## config.mk

```make
export PLATFORM = sky130hd
export DESIGN_NAME = rnc_core
export DESIGN_NICKNAME = d
export VERILOG_FILES = /design/src/verilog/rnc_pkg.sv /design/src/verilog/rnc_sync.sv /design/src/verilog/rnc_tickgen.sv /design/src/verilog/rnc_core.sv
export SDC_FILE = /design/constraint.sdc
export NUM_CORES = 1
export LEC_CHECK = 0
export BUFFER_PORTS_ARGS = -buffer_cell sky130_fd_sc_hd__buf_2
export CAP_MARGIN = 10
export CELL_PAD_IN_SITES_DETAIL_PLACEMENT = 0
export CELL_PAD_IN_SITES_GLOBAL_PLACEMENT = 1
export CORE_AREA = 3 3 168 170
export CTS_CLUSTER_SIZE = 14
export DETAILED_ROUTE_END_ITERATION = 12
export DIE_AREA = 0 0 171 173
export PLACE_DENSITY_LB_ADDON = 0.1
export SETUP_SLACK_MARGIN = 0.15
export SKIP_LAST_GASP = 1
export SYNTH_ARGS = -nofsm -noshare
export SYNTH_HDL_FRONTEND = slang
export SYNTH_SLANG_ARGS = --single-unit
export TNS_END_PERCENT = 5
```

## constraint.sdc

```tcl
create_clock -name mclk -period 3.1 [get_ports mclk]
set_clock_uncertainty 0.05 [all_clocks]
set_input_delay 0 -clock mclk [delete_from_list [all_inputs] [get_ports mclk]]
set_output_delay 0 -clock mclk [all_outputs]
set_load 0.1 [all_outputs]
```

## src/verilog/rnc_pkg.sv

```systemverilog
// shared constants and types for the nibble-bus calendar clock core
package rnc_pkg;

    ////////////////////////////////////////////////////////////////////////////
    // register addresses
    localparam logic [3:0] ADR_SEC_U   = 4'h0;
    localparam logic [3:0] ADR_SEC_T   = 4'h1;
    localparam logic [3:0] ADR_MIN_U   = 4'h2;
    localparam logic [3:0] ADR_MIN_T   = 4'h3;
    localparam logic [3:0] ADR_HOUR_U  = 4'h4;
    localparam logic [3:0] ADR_HOUR_T  = 4'h5;
    localparam logic [3:0] ADR_DATE_U  = 4'h6;
    localparam logic [3:0] ADR_DATE_T  = 4'h7;
    localparam logic [3:0] ADR_MON_U   = 4'h8;
    localparam logic [3:0] ADR_MON_T   = 4'h9;
    localparam logic [3:0] ADR_YEAR_U  = 4'hA;
    localparam logic [3:0] ADR_YEAR_T  = 4'hB;
    localparam logic [3:0] ADR_WDAY    = 4'hC;
    localparam logic [3:0] ADR_TSEL    = 4'hD;
    localparam logic [3:0] ADR_KEY     = 4'hE;
    localparam logic [3:0] ADR_STATUS  = 4'hF;

    ////////////////////////////////////////////////////////////////////////////
    // field positions and key value
    localparam int LEAP_HI_BIT = 3;
    localparam int LEAP_LO_BIT = 2;
    localparam int LEAP_IND_BIT = 1;
    localparam int BUSY_BIT = 1;
    localparam int XBUSY_BIT = 0;
    localparam logic [3:0] KEY_OPEN = 4'h5;

    ////////////////////////////////////////////////////////////////////////////
    // counting limits, bcd
    localparam logic [7:0] SEC_MAX    = 8'h59;
    localparam logic [7:0] SEC_HALF   = 8'h30;
    localparam logic [7:0] MIN_MAX    = 8'h59;
    localparam logic [7:0] HOUR_MAX   = 8'h23;
    localparam logic [7:0] MON_MAX    = 8'h12;
    localparam logic [7:0] YEAR_MAX   = 8'h99;
    localparam logic [2:0] WDAY_MAX   = 3'h6;

    ////////////////////////////////////////////////////////////////////////////
    // values after reset
    localparam logic [7:0] RST_SEC    = 8'h00;
    localparam logic [7:0] RST_MIN    = 8'h00;
    localparam logic [7:0] RST_HOUR   = 8'h00;
    localparam logic [7:0] RST_DATE   = 8'h01;
    localparam logic [7:0] RST_MON    = 8'h01;
    localparam logic [7:0] RST_YEAR   = 8'h00;
    localparam logic [2:0] RST_WDAY   = 3'h0;
    localparam logic [3:0] RST_TSEL   = 4'hF;
    localparam logic [3:0] RST_KEY    = 4'h0;
    localparam logic [1:0] RST_LEAP   = 2'h0;

    ////////////////////////////////////////////////////////////////////////////
    // crystal division and tick selections
    localparam int XTAL_HZ = 32768;
    localparam int DIV_W = 15;
    localparam int EIGHTH_BIT = 2;
    localparam int ONE_HZ_BIT = 14;
    localparam logic [3:0] TSEL_LAST_WAVE = 4'hB;
    localparam logic [3:0] TSEL_MIN_PULSE = 4'hC;
    localparam logic [3:0] TSEL_TENMIN_PULSE = 4'hD;
    localparam logic [3:0] TSEL_HIGH = 4'hE;
    localparam logic [3:0] TSEL_LOW = 4'hF;

    ////////////////////////////////////////////////////////////////////////////
    // host pin bundle as seen after synchronising
    typedef struct packed {
        logic ale;
        logic cs;
        logic wr_rd;
        logic [3:0] nibble_bus;
    } rnc_pins_t;

endpackage : rnc_pkg

```

## src/verilog/rnc_sync.sv

```systemverilog
// two-flop synchroniser for asynchronous pin levels
`timescale 1ns/10ps
module rnc_sync #(
    parameter int W = 1
) (
    // clock and reset
    input wire logic mclk,
    input wire logic arst_n,
    // levels
    input wire logic [W-1:0] din,
    output logic [W-1:0] dout
);

    logic [W-1:0] meta_r;

    always_ff @(posedge mclk or negedge arst_n) begin
        if (!arst_n) begin
            meta_r <= '0;
            dout <= '0;
        end else begin
            meta_r <= din;
            dout <= meta_r;
        end
    end

endmodule : rnc_sync

```

## src/verilog/rnc_tickgen.sv

```systemverilog
// crystal divider, eighth-rate output and programmable tick output
`timescale 1ns/10ps
module rnc_tickgen (
    // clock and reset
    input wire logic mclk,
    input wire logic arst_n,
    // crystal level, already synchronised
    input wire logic xtal_s,
    // control
    input wire logic [3:0] tsel,
    input wire logic min_req,
    input wire logic tenmin_req,
    // events
    output logic xt_tick,
    output logic sec_tick,
    // outputs
    output logic eighth_crystal_out,
    output logic tick_out
);

    logic xtal_d_r;
    logic [rnc_pkg::DIV_W-1:0] div_r;
    logic min_pulse_r;
    logic tenmin_pulse_r;
    logic tick_r;

    assign xt_tick = xtal_s & ~xtal_d_r;
    assign sec_tick = xt_tick & (&div_r);
    assign eighth_crystal_out = div_r[rnc_pkg::EIGHTH_BIT]; // [RL15]
    assign tick_out = tick_r;

    always_ff @(posedge mclk or negedge arst_n) begin
        if (!arst_n) begin
            xtal_d_r <= 1'b0;
            div_r <= '0;
        end else begin
            xtal_d_r <= xtal_s;
            if (xt_tick) begin
                div_r <= div_r + 1'b1; // [RL15] [RL20]
            end
        end
    end

    // one crystal period wide pulses, set wins over end
    always_ff @(posedge mclk or negedge arst_n) begin
        if (!arst_n) begin
            min_pulse_r <= 1'b0;
            tenmin_pulse_r <= 1'b0;
        end else begin
            min_pulse_r <= min_req | (min_pulse_r & ~xt_tick); // [RL17]
            tenmin_pulse_r <= tenmin_req | (tenmin_pulse_r & ~xt_tick); // [RL17]
        end
    end

    always_ff @(posedge mclk or negedge arst_n) begin
        if (!arst_n) begin
            tick_r <= 1'b0;
        end else begin
            if (tsel <= rnc_pkg::TSEL_LAST_WAVE) begin
                tick_r <= div_r[4'(rnc_pkg::ONE_HZ_BIT) - tsel]; // [RL17]
            end else if (tsel == rnc_pkg::TSEL_MIN_PULSE) begin
                tick_r <= min_pulse_r; // [RL17]
            end else if (tsel == rnc_pkg::TSEL_TENMIN_PULSE) begin
                tick_r <= tenmin_pulse_r; // [RL17]
            end else begin
                tick_r <= (tsel == rnc_pkg::TSEL_HIGH); // [RL17]
            end
        end
    end

endmodule : rnc_tickgen

```

## src/verilog/rnc_core.sv

```systemverilog
// calendar clock core with nibble-wide multiplexed host port
// Behaviour
// RL1: while address strobe is high, bus nibble loads the address latch
// RL2: host latches address first, then raises chip select with direction set
// RL3: chip select and write high store the bus nibble to latched register
// RL4: chip select high with write low drives the selected nibble out
// RL5: with chip select low the bus is released as input
// RL6: sixteen registers decoded from the four-bit latched address
// RL7: bcd pairs from 0 to B, weekday C, tick D, key E, status F
// RL8: unused bits ignored on write and read back as zero
// RL9: weekday counts 0 to 6, advancing once per day
// RL10: only the key is writable unless the key holds five
// RL11: host writes five to the key before other writes
// RL12: supply failure clears the key
// RL13: address F reads busy on bit 1 and count-seen on bit 0
// RL14: host uses status flags to avoid the per-second count
// RL15: free-running half-duty output at one eighth of crystal rate
// RL16: month-tens high bits set leap phase; leap indicator reads on bit 1
// RL17: tick select picks waves, minute pulses, or fixed levels
// RL18: status write zeroes seconds, carrying into minutes above thirty
// RL19: count-seen set by busy, cleared at status read trailing edge
// RL20: bcd counters advance once per second with correct month lengths
`timescale 1ns/10ps
module rnc_core (
    // clock and reset
    input wire logic mclk,
    input wire logic arst_n,
    // crystal and supply monitor
    input wire logic xtal_in,
    input wire logic supply_fail,
    // host port
    input wire logic ale,
    input wire logic cs,
    input wire logic wr_rd,
    input wire logic [3:0] nibble_bus_in,
    output logic [3:0] nibble_bus_out,
    output logic nibble_bus_oe_n,
    // signal outputs
    output logic eighth_crystal_out,
    output logic tick_out
);

    ////////////////////////////////////////////////////////////////////////////
    // functions

    function automatic logic [7:0] bcd_inc(input logic [7:0] v);
        logic [7:0] r;
        r = v;
        if (v[3:0] == 4'h9) begin
            r = {4'(v[7:4] + 4'h1), 4'h0};
        end else begin
            r = {v[7:4], 4'(v[3:0] + 4'h1)};
        end
        return r;
    endfunction : bcd_inc

    function automatic logic [7:0] month_days(input logic [7:0] mon, input logic leap);
        logic [7:0] d;
        d = 8'h31;
        if (mon == 8'h02) begin
            d = leap ? 8'h29 : 8'h28;
        end else if (mon == 8'h04 || mon == 8'h06 || mon == 8'h09 || mon == 8'h11) begin
            d = 8'h30;
        end
        return d;
    endfunction : month_days

    ////////////////////////////////////////////////////////////////////////////
    // synchronised pins

    rnc_pkg::rnc_pins_t pins_raw;
    rnc_pkg::rnc_pins_t pins_s;
    logic xtal_s;
    logic fail_s;

    assign pins_raw = '{ale: ale, cs: cs, wr_rd: wr_rd, nibble_bus: nibble_bus_in};

    rnc_sync #(.W($bits(rnc_pkg::rnc_pins_t))) u_sync_host (
        .mclk(mclk),
        .arst_n(arst_n),
        .din(pins_raw),
        .dout(pins_s)
    );

    rnc_sync #(.W(2)) u_sync_misc (
        .mclk(mclk),
        .arst_n(arst_n),
        .din({xtal_in, supply_fail}),
        .dout({xtal_s, fail_s})
    );

    ////////////////////////////////////////////////////////////////////////////
    // state

    logic [3:0] addr_r;
    logic wr_d_r;
    logic rd_stat_d_r;
    logic [7:0] sec_r;
    logic [7:0] min_r;
    logic [7:0] hour_r;
    logic [7:0] date_r;
    logic [7:0] mon_r;
    logic [7:0] year_r;
    logic [1:0] leap_r;
    logic [2:0] wday_r;
    logic [3:0] tsel_r;
    logic [3:0] key_r;
    logic busy_r;
    logic xbusy_r;
    logic [3:0] rd_r;

    logic xt_tick;
    logic sec_tick;
    logic wr_lvl;
    logic wr_start;
    logic wr_ok;
    logic [3:0] wd;
    logic rd_stat;
    logic sec_clear;
    logic clear_carry;
    logic carry_min;
    logic carry_hour;
    logic carry_day;
    logic carry_mon;
    logic carry_year;
    logic is_leap;
    logic [1:0] year_mod4;
    logic busy_set;

    ////////////////////////////////////////////////////////////////////////////
    // host port decode

    assign wd = pins_s.nibble_bus;
    assign wr_lvl = pins_s.cs & pins_s.wr_rd;
    assign wr_start = wr_lvl & ~wr_d_r; // [RL3]
    assign wr_ok = wr_start & ((key_r == rnc_pkg::KEY_OPEN) | (addr_r == rnc_pkg::ADR_KEY)); // [RL10]
    assign rd_stat = pins_s.cs & ~pins_s.wr_rd & (addr_r == rnc_pkg::ADR_STATUS);
    assign nibble_bus_oe_n = ~(pins_s.cs & ~pins_s.wr_rd); // [RL4] [RL5]
    assign nibble_bus_out = rd_r;

    always_ff @(posedge mclk or negedge arst_n) begin
        if (!arst_n) begin
            addr_r <= 4'h0;
        end else if (pins_s.ale) begin
            addr_r <= pins_s.nibble_bus; // [RL1]
        end
    end

    always_ff @(posedge mclk or negedge arst_n) begin
        if (!arst_n) begin
            wr_d_r <= 1'b0;
            rd_stat_d_r <= 1'b0;
        end else begin
            wr_d_r <= wr_lvl;
            rd_stat_d_r <= rd_stat;
        end
    end

    ////////////////////////////////////////////////////////////////////////////
    // carries and leap year

    assign sec_clear = wr_ok & (addr_r == rnc_pkg::ADR_STATUS); // [RL18]
    assign clear_carry = sec_clear & (sec_r > rnc_pkg::SEC_HALF); // [RL18]
    assign carry_min = (sec_tick & (sec_r == rnc_pkg::SEC_MAX)) | clear_carry; // [RL20]
    assign carry_hour = carry_min & (min_r == rnc_pkg::MIN_MAX);
    assign carry_day = carry_hour & (hour_r == rnc_pkg::HOUR_MAX);
    assign carry_mon = carry_day & (date_r == month_days(mon_r, is_leap)); // [RL20]
    assign carry_year = carry_mon & (mon_r == rnc_pkg::MON_MAX);
    assign year_mod4 = {year_r[4] ^ year_r[1], year_r[0]};
    assign is_leap = (year_mod4 == leap_r); // [RL16]
    assign busy_set = sec_tick | clear_carry; // [RL18]

    ////////////////////////////////////////////////////////////////////////////
    // seconds and minutes

    always_ff @(posedge mclk or negedge arst_n) begin
        if (!arst_n) begin
            sec_r <= rnc_pkg::RST_SEC;
        end else if (wr_ok && addr_r == rnc_pkg::ADR_SEC_U) begin
            sec_r[3:0] <= wd; // [RL3] [RL7]
        end else if (wr_ok && addr_r == rnc_pkg::ADR_SEC_T) begin
            sec_r[7:4] <= {1'b0, wd[2:0]}; // [RL8]
        end else if (sec_clear) begin
            sec_r <= 8'h00; // [RL18]
        end else if (sec_tick) begin
            sec_r <= (sec_r == rnc_pkg::SEC_MAX) ? 8'h00 : bcd_inc(sec_r); // [RL20]
        end
    end

    always_ff @(posedge mclk or negedge arst_n) begin
        if (!arst_n) begin
            min_r <= rnc_pkg::RST_MIN;
        end else if (wr_ok && addr_r == rnc_pkg::ADR_MIN_U) begin
            min_r[3:0] <= wd;
        end else if (wr_ok && addr_r == rnc_pkg::ADR_MIN_T) begin
            min_r[7:4] <= {1'b0, wd[2:0]}; // [RL8]
        end else if (carry_min) begin
            min_r <= (min_r == rnc_pkg::MIN_MAX) ? 8'h00 : bcd_inc(min_r); // [RL20]
        end
    end

    ////////////////////////////////////////////////////////////////////////////
    // hours, date and weekday

    always_ff @(posedge mclk or negedge arst_n) begin
        if (!arst_n) begin
            hour_r <= rnc_pkg::RST_HOUR;
        end else if (wr_ok && addr_r == rnc_pkg::ADR_HOUR_U) begin
            hour_r[3:0] <= wd;
        end else if (wr_ok && addr_r == rnc_pkg::ADR_HOUR_T) begin
            hour_r[7:4] <= {2'b00, wd[1:0]}; // [RL8]
        end else if (carry_hour) begin
            hour_r <= (hour_r == rnc_pkg::HOUR_MAX) ? 8'h00 : bcd_inc(hour_r); // [RL20]
        end
    end

    always_ff @(posedge mclk or negedge arst_n) begin
        if (!arst_n) begin
            date_r <= rnc_pkg::RST_DATE;
        end else if (wr_ok && addr_r == rnc_pkg::ADR_DATE_U) begin
            date_r[3:0] <= wd;
        end else if (wr_ok && addr_r == rnc_pkg::ADR_DATE_T) begin
            date_r[7:4] <= {2'b00, wd[1:0]}; // [RL8]
        end else if (carry_day) begin
            date_r <= carry_mon ? 8'h01 : bcd_inc(date_r); // [RL20]
        end
    end

    always_ff @(posedge mclk or negedge arst_n) begin
        if (!arst_n) begin
            wday_r <= rnc_pkg::RST_WDAY;
        end else if (wr_ok && addr_r == rnc_pkg::ADR_WDAY) begin
            wday_r <= wd[2:0]; // [RL8] [RL9]
        end else if (carry_day) begin
            wday_r <= (wday_r >= rnc_pkg::WDAY_MAX) ? 3'h0 : 3'(wday_r + 3'h1); // [RL9]
        end
    end

    ////////////////////////////////////////////////////////////////////////////
    // month, leap phase and year

    always_ff @(posedge mclk or negedge arst_n) begin
        if (!arst_n) begin
            mon_r <= rnc_pkg::RST_MON;
            leap_r <= rnc_pkg::RST_LEAP;
        end else if (wr_ok && addr_r == rnc_pkg::ADR_MON_U) begin
            mon_r[3:0] <= wd;
        end else if (wr_ok && addr_r == rnc_pkg::ADR_MON_T) begin
            mon_r[7:4] <= {3'b000, wd[0]}; // [RL8]
            leap_r <= {wd[rnc_pkg::LEAP_HI_BIT], wd[rnc_pkg::LEAP_LO_BIT]}; // [RL16]
        end else if (carry_mon) begin
            mon_r <= carry_year ? 8'h01 : bcd_inc(mon_r); // [RL20]
        end
    end

    always_ff @(posedge mclk or negedge arst_n) begin
        if (!arst_n) begin
            year_r <= rnc_pkg::RST_YEAR;
        end else if (wr_ok && addr_r == rnc_pkg::ADR_YEAR_U) begin
            year_r[3:0] <= wd;
        end else if (wr_ok && addr_r == rnc_pkg::ADR_YEAR_T) begin
            year_r[7:4] <= wd;
        end else if (carry_year) begin
            year_r <= (year_r == rnc_pkg::YEAR_MAX) ? 8'h00 : bcd_inc(year_r); // [RL20]
        end
    end

    ////////////////////////////////////////////////////////////////////////////
    // tick select and protect key

    always_ff @(posedge mclk or negedge arst_n) begin
        if (!arst_n) begin
            tsel_r <= rnc_pkg::RST_TSEL;
        end else if (wr_ok && addr_r == rnc_pkg::ADR_TSEL) begin
            tsel_r <= wd; // [RL17]
        end
    end

    always_ff @(posedge mclk or negedge arst_n) begin
        if (!arst_n) begin
            key_r <= rnc_pkg::RST_KEY;
        end else if (fail_s) begin
            key_r <= rnc_pkg::RST_KEY; // [RL12]
        end else if (wr_ok && addr_r == rnc_pkg::ADR_KEY) begin
            key_r <= wd; // [RL10]
        end
    end

    ////////////////////////////////////////////////////////////////////////////
    // busy pulse and count-seen flag

    always_ff @(posedge mclk or negedge arst_n) begin
        if (!arst_n) begin
            busy_r <= 1'b0;
        end else begin
            busy_r <= busy_set | (busy_r & ~xt_tick); // [RL13] [RL18]
        end
    end

    always_ff @(posedge mclk or negedge arst_n) begin
        if (!arst_n) begin
            xbusy_r <= 1'b0;
        end else if (busy_set) begin
            xbusy_r <= 1'b1; // [RL19]
        end else if (rd_stat_d_r && !rd_stat) begin
            xbusy_r <= 1'b0; // [RL19]
        end
    end

    ////////////////////////////////////////////////////////////////////////////
    // read data

    always_ff @(posedge mclk or negedge arst_n) begin
        if (!arst_n) begin
            rd_r <= 4'h0;
        end else begin
            unique case (addr_r) // [RL6] [RL7]
                rnc_pkg::ADR_SEC_U: rd_r <= sec_r[3:0];
                rnc_pkg::ADR_SEC_T: rd_r <= {1'b0, sec_r[6:4]}; // [RL8]
                rnc_pkg::ADR_MIN_U: rd_r <= min_r[3:0];
                rnc_pkg::ADR_MIN_T: rd_r <= {1'b0, min_r[6:4]};
                rnc_pkg::ADR_HOUR_U: rd_r <= hour_r[3:0];
                rnc_pkg::ADR_HOUR_T: rd_r <= {2'b00, hour_r[5:4]};
                rnc_pkg::ADR_DATE_U: rd_r <= date_r[3:0];
                rnc_pkg::ADR_DATE_T: rd_r <= {2'b00, date_r[5:4]};
                rnc_pkg::ADR_MON_U: rd_r <= mon_r[3:0];
                rnc_pkg::ADR_MON_T: rd_r <= {leap_r, is_leap, mon_r[4]}; // [RL16]
                rnc_pkg::ADR_YEAR_U: rd_r <= year_r[3:0];
                rnc_pkg::ADR_YEAR_T: rd_r <= year_r[7:4];
                rnc_pkg::ADR_WDAY: rd_r <= {1'b0, wday_r}; // [RL8]
                rnc_pkg::ADR_TSEL: rd_r <= tsel_r;
                rnc_pkg::ADR_KEY: rd_r <= 4'h0; // [RL8]
                rnc_pkg::ADR_STATUS: rd_r <= {2'b00, busy_r, xbusy_r}; // [RL13]
            endcase
        end
    end

    ////////////////////////////////////////////////////////////////////////////
    // crystal divider and tick output

    rnc_tickgen u_tickgen (
        .mclk(mclk),
        .arst_n(arst_n),
        .xtal_s(xtal_s),
        .tsel(tsel_r),
        .min_req(carry_min),
        .tenmin_req(carry_min & (min_r[3:0] == 4'h9)),
        .xt_tick(xt_tick),
        .sec_tick(sec_tick),
        .eighth_crystal_out(eighth_crystal_out),
        .tick_out(tick_out)
    );

endmodule : rnc_core

```

# Yosys cells after proc, flatten, opt, wreduce, memory -nomap -nowiden
# Index checks and enable logic that the tools add are counted.
word_totals:
  out_inout_bits: 7
  ff_bits: 110
  latchBits: 0
  inputBits: 11
  rom_bits: 0
  memories: 0
  ramBits: 0
classes:
  n_reduce_logical: 56
  n_lt_le_gt_ge: 4
  mux: 53
  div: 0
  n_eq_ne: 43
  mul: 0
  bitwise: 36
  shifts: 0
  addsub: 15
ops:
  columns: ["operator", "n"]
  rows:
  - ["8-bit two-way mux", 20]
  - ["4-bit two-way mux", 20]
  - ["4-bit == test (second input constant)", 17]
  - ["4-bit one-hot mux with 16 select lines", 1]
  - ["4-bit by 1-bit adder with 4-bit output (second input constant)", 12]
  - ["2-bit nonzero test", 13]
  - ["3-bit nonzero test", 7]
  - ["4-bit by 3-bit == test with 1-bit output (second input constant)", 5]
  - ["1-bit AND", 18]
  - ["3-bit AND reduction", 6]
  - ["8-bit by 3-bit == test with 1-bit output (second input constant)", 2]
  - ["8-bit by 5-bit == test with 1-bit output (second input constant)", 2]
  - ["8-bit by 7-bit == test with 1-bit output (second input constant)", 2]
  - ["1-bit logical AND", 16]
  - ["15-bit by 1-bit adder with 15-bit output (second input constant)", 1]
  - ["15-bit AND reduction", 1]
  - ["2-bit AND reduction", 7]
  - ["2-bit != test (second input constant)", 6]
  - ["1-bit NOT", 11]
  - ["3-bit two-way mux", 3]
  - ["4-bit by 2-bit == test with 1-bit output (second input constant)", 2]
  - ["8-bit by 2-bit == test with 1-bit output (second input constant)", 1]
  - ["8-bit by 4-bit == test with 1-bit output (second input constant)", 1]
  - ["8-bit by 6-bit == test with 1-bit output (second input constant)", 1]
  - ["18 further kinds", 32]

# Logic depth before layout (Yosys ltp)
depth:
  depth_word: 14
  ltp_mapped: 10
  depth_no_buf: 9

# Cells and area by module
# A second synthesis with hierarchy kept.
unflattened:
  hier_cells: 717
  area_unflattened_um2: 6647.6
modules_own_cells:
  columns: ["mod", "cells_per_inst", "seq_area_each_um2", "area_per_inst_um2", "n_inst"]
  rows:
  - ["rnc_core", 608, 1834.3, 5139.9, 1]
  - ["rnc_tickgen", 91, 475.5, 1057.3, 1]
  - ["rnc_sync at u_sync_host", 14, 350.3, 350.3, 1]
  - ["rnc_sync at u_sync_misc", 4, 100.1, 100.1, 1]

# Worst setup path after synthesis
# OpenSTA, ideal clock, no wires.
synth_timing:
  kind: "register -> register"
  from: "reg u_tickgen.div_r[2] in the netlist's numbering"
  to: "reg year_r[7]"
  setup_slack_ns: 0.255
  stages_incl_launch_ff: 8
  t_required_ns: 2.924
  arrival_ns: 2.669
  n_path_buf: 0
  synth_period_minus_slack_ns: 2.845
  cell_sequence: "dfrtp_1 nand4b_1 and4bb_2 o2bb2ai_2 o2111ai_4 o31ai_2 nand2_1 a221o_1"
synth_via:
  elab_chain_len: 10
synth_lines:
  columns: ["item", "line_no", "rtl"]
  rows:
  - ["start, declared", "rnc_tickgen.sv:22", "logic [rnc_pkg::DIV_W-1:0] div_r;"]
  - ["start signal, assigned", "rnc_tickgen.sv:39", "div_r <= div_r + 1'b1;"]
  - ["15-bit AND reduction", "rnc_tickgen.sv:28", "assign sec_tick = xt_tick & (&div_r);"]
  - ["1-bit AND", "rnc_tickgen.sv:28", null]
  - ["1-bit AND", "rnc_core.sv:164", "assign carry_min = (sec_tick & (sec_r == rnc_pkg::SEC_MAX)) | clear_carry;"]
  - ["1-bit bitwise OR", "rnc_core.sv:164", null]
  - ["1-bit AND", "rnc_core.sv:165", "assign carry_hour = carry_min & (min_r == rnc_pkg::MIN_MAX);"]
  - ["1-bit AND", "rnc_core.sv:166", "assign carry_day = carry_hour & (hour_r == rnc_pkg::HOUR_MAX);"]
  - ["1-bit AND", "rnc_core.sv:167", "assign carry_mon = carry_day & (date_r == month_days(mon_r, is_leap));"]
  - ["1-bit AND", "rnc_core.sv:168", "assign carry_year = carry_mon & (mon_r == rnc_pkg::MON_MAX);"]
  - ["2-bit nonzero test (no source line)", null, null]
  - ["3-bit AND reduction (no source line)", null, null]
  - ["end signal, assigned", "rnc_core.sv:258", "year_r <= rnc_pkg::RST_YEAR;"]
  - ["end signal, assigned", "rnc_core.sv:262", "year_r[7:4] <= wd;"]
  - ["end signal, assigned", "rnc_core.sv:264", "year_r <= (year_r == rnc_pkg::YEAR_MAX) ? 8'h00 : bcd_inc(year_r);"]
  - ["end, declared", "rnc_core.sv:103", "logic [7:0] year_r;"]
# No other way between the ends.
# A chain may end at the register's enable or synchronous reset.

# Final worst setup path
layout_timing:
  from: "reg mon_r[5]"
  to: "reg year_r[7]"
layout_via:
  elab_chain_len: 11
  elab_cells_between_ends: 16
  classes_between: "7 x eq/ne; 2 x mux; 2 x bitwise; 5 x reduce/logical"
layout_lines:
  columns: ["item", "line_no", "rtl"]
  rows:
  - ["start, declared", "rnc_core.sv:102", "logic [7:0] mon_r;"]
  - ["start signal, assigned", "rnc_core.sv:244", "mon_r <= rnc_pkg::RST_MON;"]
  - ["start signal, assigned", "rnc_core.sv:249", "mon_r[7:4] <= {3'b000, wd[0]};"]
  - ["start signal, assigned", "rnc_core.sv:252", "mon_r <= carry_year ? 8'h01 : bcd_inc(mon_r);"]
  - ["8-bit by 3-bit == test with 1-bit output", "rnc_core.sv:62", "end else if (mon == 8'h04 || mon == 8'h06 || mon == 8'h09 || mon == 8'h11) begin"]
  - ["1-bit logical OR (3 in series)", "rnc_core.sv:62", null]
  - ["1-bit two-way mux", "rnc_core.sv:62", null]
  - ["8-bit two-way mux", "rnc_core.sv:60", "if (mon == 8'h02) begin"]
  - ["8-bit == test", "rnc_core.sv:167", null]
  - ["1-bit AND", "rnc_core.sv:167", null]
  - ["1-bit AND *", "rnc_core.sv:168", null]
  - ["2-bit nonzero test (no source line) *", null, null]
  - ["3-bit AND reduction (no source line) *", null, null]
# Mark *: on every way between the ends. The rest lies on a longest branch, timed or not.

==> results by group <==
Yosys
  – Yosys warnings: 0
  – FF+latch count, synth: 110
  – Post-Synthesis Cell Area: 6680 µm²
  – FFs w/ async S/R, synth: 1.00
  – Sequential area share after synthesis: 0.413
  – Post-Synthesis Cells: 742
  – Area share of the largest cell type after synthesis: 0.389
  – Syn Nets: 780
  – Top_reg_cell synth: dfrtp_1
  – Most area-hungry cell type in the Yosys netlist: dfrtp_1
  – Number of flops mapped to enable cells by yosys: 0
  – Area contributors post-synth: dfrtp_1, nand2_1, ha_1, o21ai_0, a21oi_1
  – Mean Syn Cell Area: 9.01 µm²
  – Yosys cell types: 76

Timing
  – Max-slew violation count: 0
  – Setup TNS: 0 ps
  – Tcrit/Tclk final: 0.934
  – Min setup slack post-route: 206 ps
  – Fmax: 346 MHz
  – Final setup viols: 0
  – Unrepaired setup endpoints after global routing: yes
  – Rel. slew slack: 0.283
  – Tightest Pin Transition: 1080 ps
  – Final-report hold violation count: 0
  – Tmin final: 2890 ps

Layout
  – Nets@finish: 825
  – Area growth syn-to-layout: 17.2%
  – Multi-input gate area: 3770 µm²
  – Fillers: 2854
  – Final instance area: 7830 µm²
  – Layout cells sized above 1: 0.140
  – FF/Latch Area: 2760 µm²
  – # diodes: 0

Routing
  – Final ANT Viol Nets: 0
  – Total iterations of the first detailed-routing run: 5
  – First DRT Iteration DRCs: 457
  – Vias per cell: 5.18
  – Drt total wl: 22200 µm
  – Drt drc: 0
  – Via count: 5873
  – Routed WL per cell: 19.6 µm

Clock network
  – CTS H-Tree Depth: 3
  – CTS tree: built
  – CTS buffer count: 9
  – Root Driver: clkbuf_16
  – Clock Pin Slew Worst Setup and Hold Paths: 90 ps
  – Clk buf depth: 2
  – Worst skew pair latency: 370 ps
  – Clock sinks: 110

GRT
  – Initial antenna violation count: 0
  – Vias in the first global route: 5855
  – GRT Total Usage: 0.152
  – Largest net degree at the start of global routing: 76
  – GRT overflow: 0
  – First-pass GRT wire length: 35000 µm

Pwr
  – Comb power frac: 0.136
  – Internal power: 2240 µW
  – PD cells: 425 nW/µm²
  – Switch Pwr: 1090 µW
  – Max VDD drop: 0.302 mV
  – Switch share: 0.327
  – Leak: 0.00318 µW
  – Clock share of power: 0.379
  – Part of the power in registers: 0.484

Setup path
  – Crit-path max FO: 5
  – WS Path Type: reg2reg
  – Critical path cell sequence: inv_1 -> ha_1 -> nor3b_2 -> nand4_1 -> a31oi_2 -> o2111ai_4 -> o31ai_4 -> nand2_1 -> a221o_1
  – Worst Setup End Kind: register
  – Slowest stage delay, CP: 420 ps
  – Setup crit start kind: register
  – Worst path top cell family by delay: compound AO/OA/AOI/OAI gates
  – CP Buf/Inv Count: 1
  – Worst EP required: 3310 ps
  – Crit path DAT: 3100 ps
  – Slowest-stage cell, CP: dfrtp_1

Die
  – Die width: 171 µm
  – Initial Utilization: 0.249
  – Die Area: 29600 µm²
  – Die height: 173 µm
  – Ports: 18
  – Row count: 60
  – Core area: 26900 µm²

Place
  – Pre-CTS setup slack: 113 ps
  – Area of placed instances: 7330 µm²
  – Port bufs: 17
  – RePlAce Congestion: 0.825
  – Post-DP HPWL: 15900 µm

Min path
  – Hold WC Path Type: in2reg

Run
  – Maximum capacitance violations: 0

Outcome
  – Outcome: finished clean
[power groups by stage]
stage	Sequential (µW)	Combinational, µW	Clock (µW)
after global placement	1640	439	0
after global routing	1630	496	1360
after CTS	1620	452	1320
after floorplan	1690	229	0
final	1610	454	1260
after detailed placement	1640	440	0
[per-stage QoR]
step                power (µW)  cells  hold slack (ps)   util
floorplan                 1920    742             -346      -
global placement          2080   1105             59.4  0.273
detailed placement        2080   1105             59.3  0.273
CTS                       3380   1131              182  0.289
global route              3490   1133              196  0.291
finish                    3330   1133              205  0.291
[placed cells by master, fill, tap and decap left out, drive strengths merged, types with 7 or more instances in the layout]
cell           n
dfrtp        104
nand2        104
nor2          59
buf           52
o21ai         50
a21oi         45
nand3         37
inv           29
ha            27
nor3          23
mux2i         20
nand2b        12
xnor2         11
dlygate4sd3   10
nor3b         10
nand4          9
o22ai          9
clkbuf         9
a31oi          9
and3           9
mux2           8
a22o           8
and4           7
[metal layers]
layer | wire [µm] | global-route usage | vias to the layer above
met3 | 552 | 0.0226 | 24
met2 | 10600 | 0.248 | 101
met1 | 10700 | 0.211 | 2958
met4 | 355 | 0.0386 | 0
li1 | - | - | 2790
met5 | 0 | 0 | -
[logic make-up after synthesis]
family                     after synthesis  synth area share
and+or+nand+nor                        316             0.241
AOI/OAI and AO/OA                      184             0.181
DFF                                    110             0.413
buffers and inverters                   56            0.0335
muxes                                   32            0.0569
adders and majority gates               27            0.0506
xor gates and xnor gates                17            0.0243
[timing repair]
item | 4_1_cts | 5_1_grt
setup endpoints to repair | 1 | 17
hold buffers | 10 | 0
resized for setup | 1 | 12
buffers inserted | 0 | 1
endpoints found under the hold margin | 78 | 0
gates cloned | 0 | 1
[area by class of cell]
class,instances,share of cell area
multi-input combinational,577,0.482
sequential,110,0.353
timing repair buffer,62,0.0575
clock buffer,9,0.0288
clock inverter,7,0.0121
tap,341,0.0545
inverter,27,0.0129
[worst paths after layout]
kind	startpoint	to	slack, ps	depth (start not counted)
max in group asynchronous	arst_n	busy_r	1750	3
worst max-delay path	mon_r[5]	year_r[7]	210	9
min in group asynchronous	arst_n	u_sync_host.dout[2]	310	2
worst min register to register	u_sync_host.meta_r[1]	u_sync_host.dout[1]	300	0
worst min-delay path	supply_fail	u_sync_misc.meta_r[0]	200	2
worst max register to register	mon_r[5]	year_r[7]	210	9
[flip-flops by register name, indices dropped and copies added, names as in the netlist, 2 cells and up]
name                count
sec_r                   8
min_r                   8
leap_r                  2
year_r                  8
tsel_r                  4
u_sync_host.meta_r      7
u_sync_misc.dout        2
u_sync_misc.meta_r      2
hour_r                  8
nibble_bus_out          4
wday_r                  3
u_tickgen.div_r        15
u_sync_host.dout        7
mon_r                   8
addr_r                  4
date_r                  8
key_r                   4
[synth_stat cells, drive strengths merged (10+ instances only)]
master  instances
ha             27
xnor2          11
nor2           59
nand2b         12
nand2         104
nor3b          10
a21oi          45
o21ai          50
mux2i          20
inv            26
nor3           23
dfrtp         104
clkbuf         20
nand3          37
(Power assumes the default switching activity.)
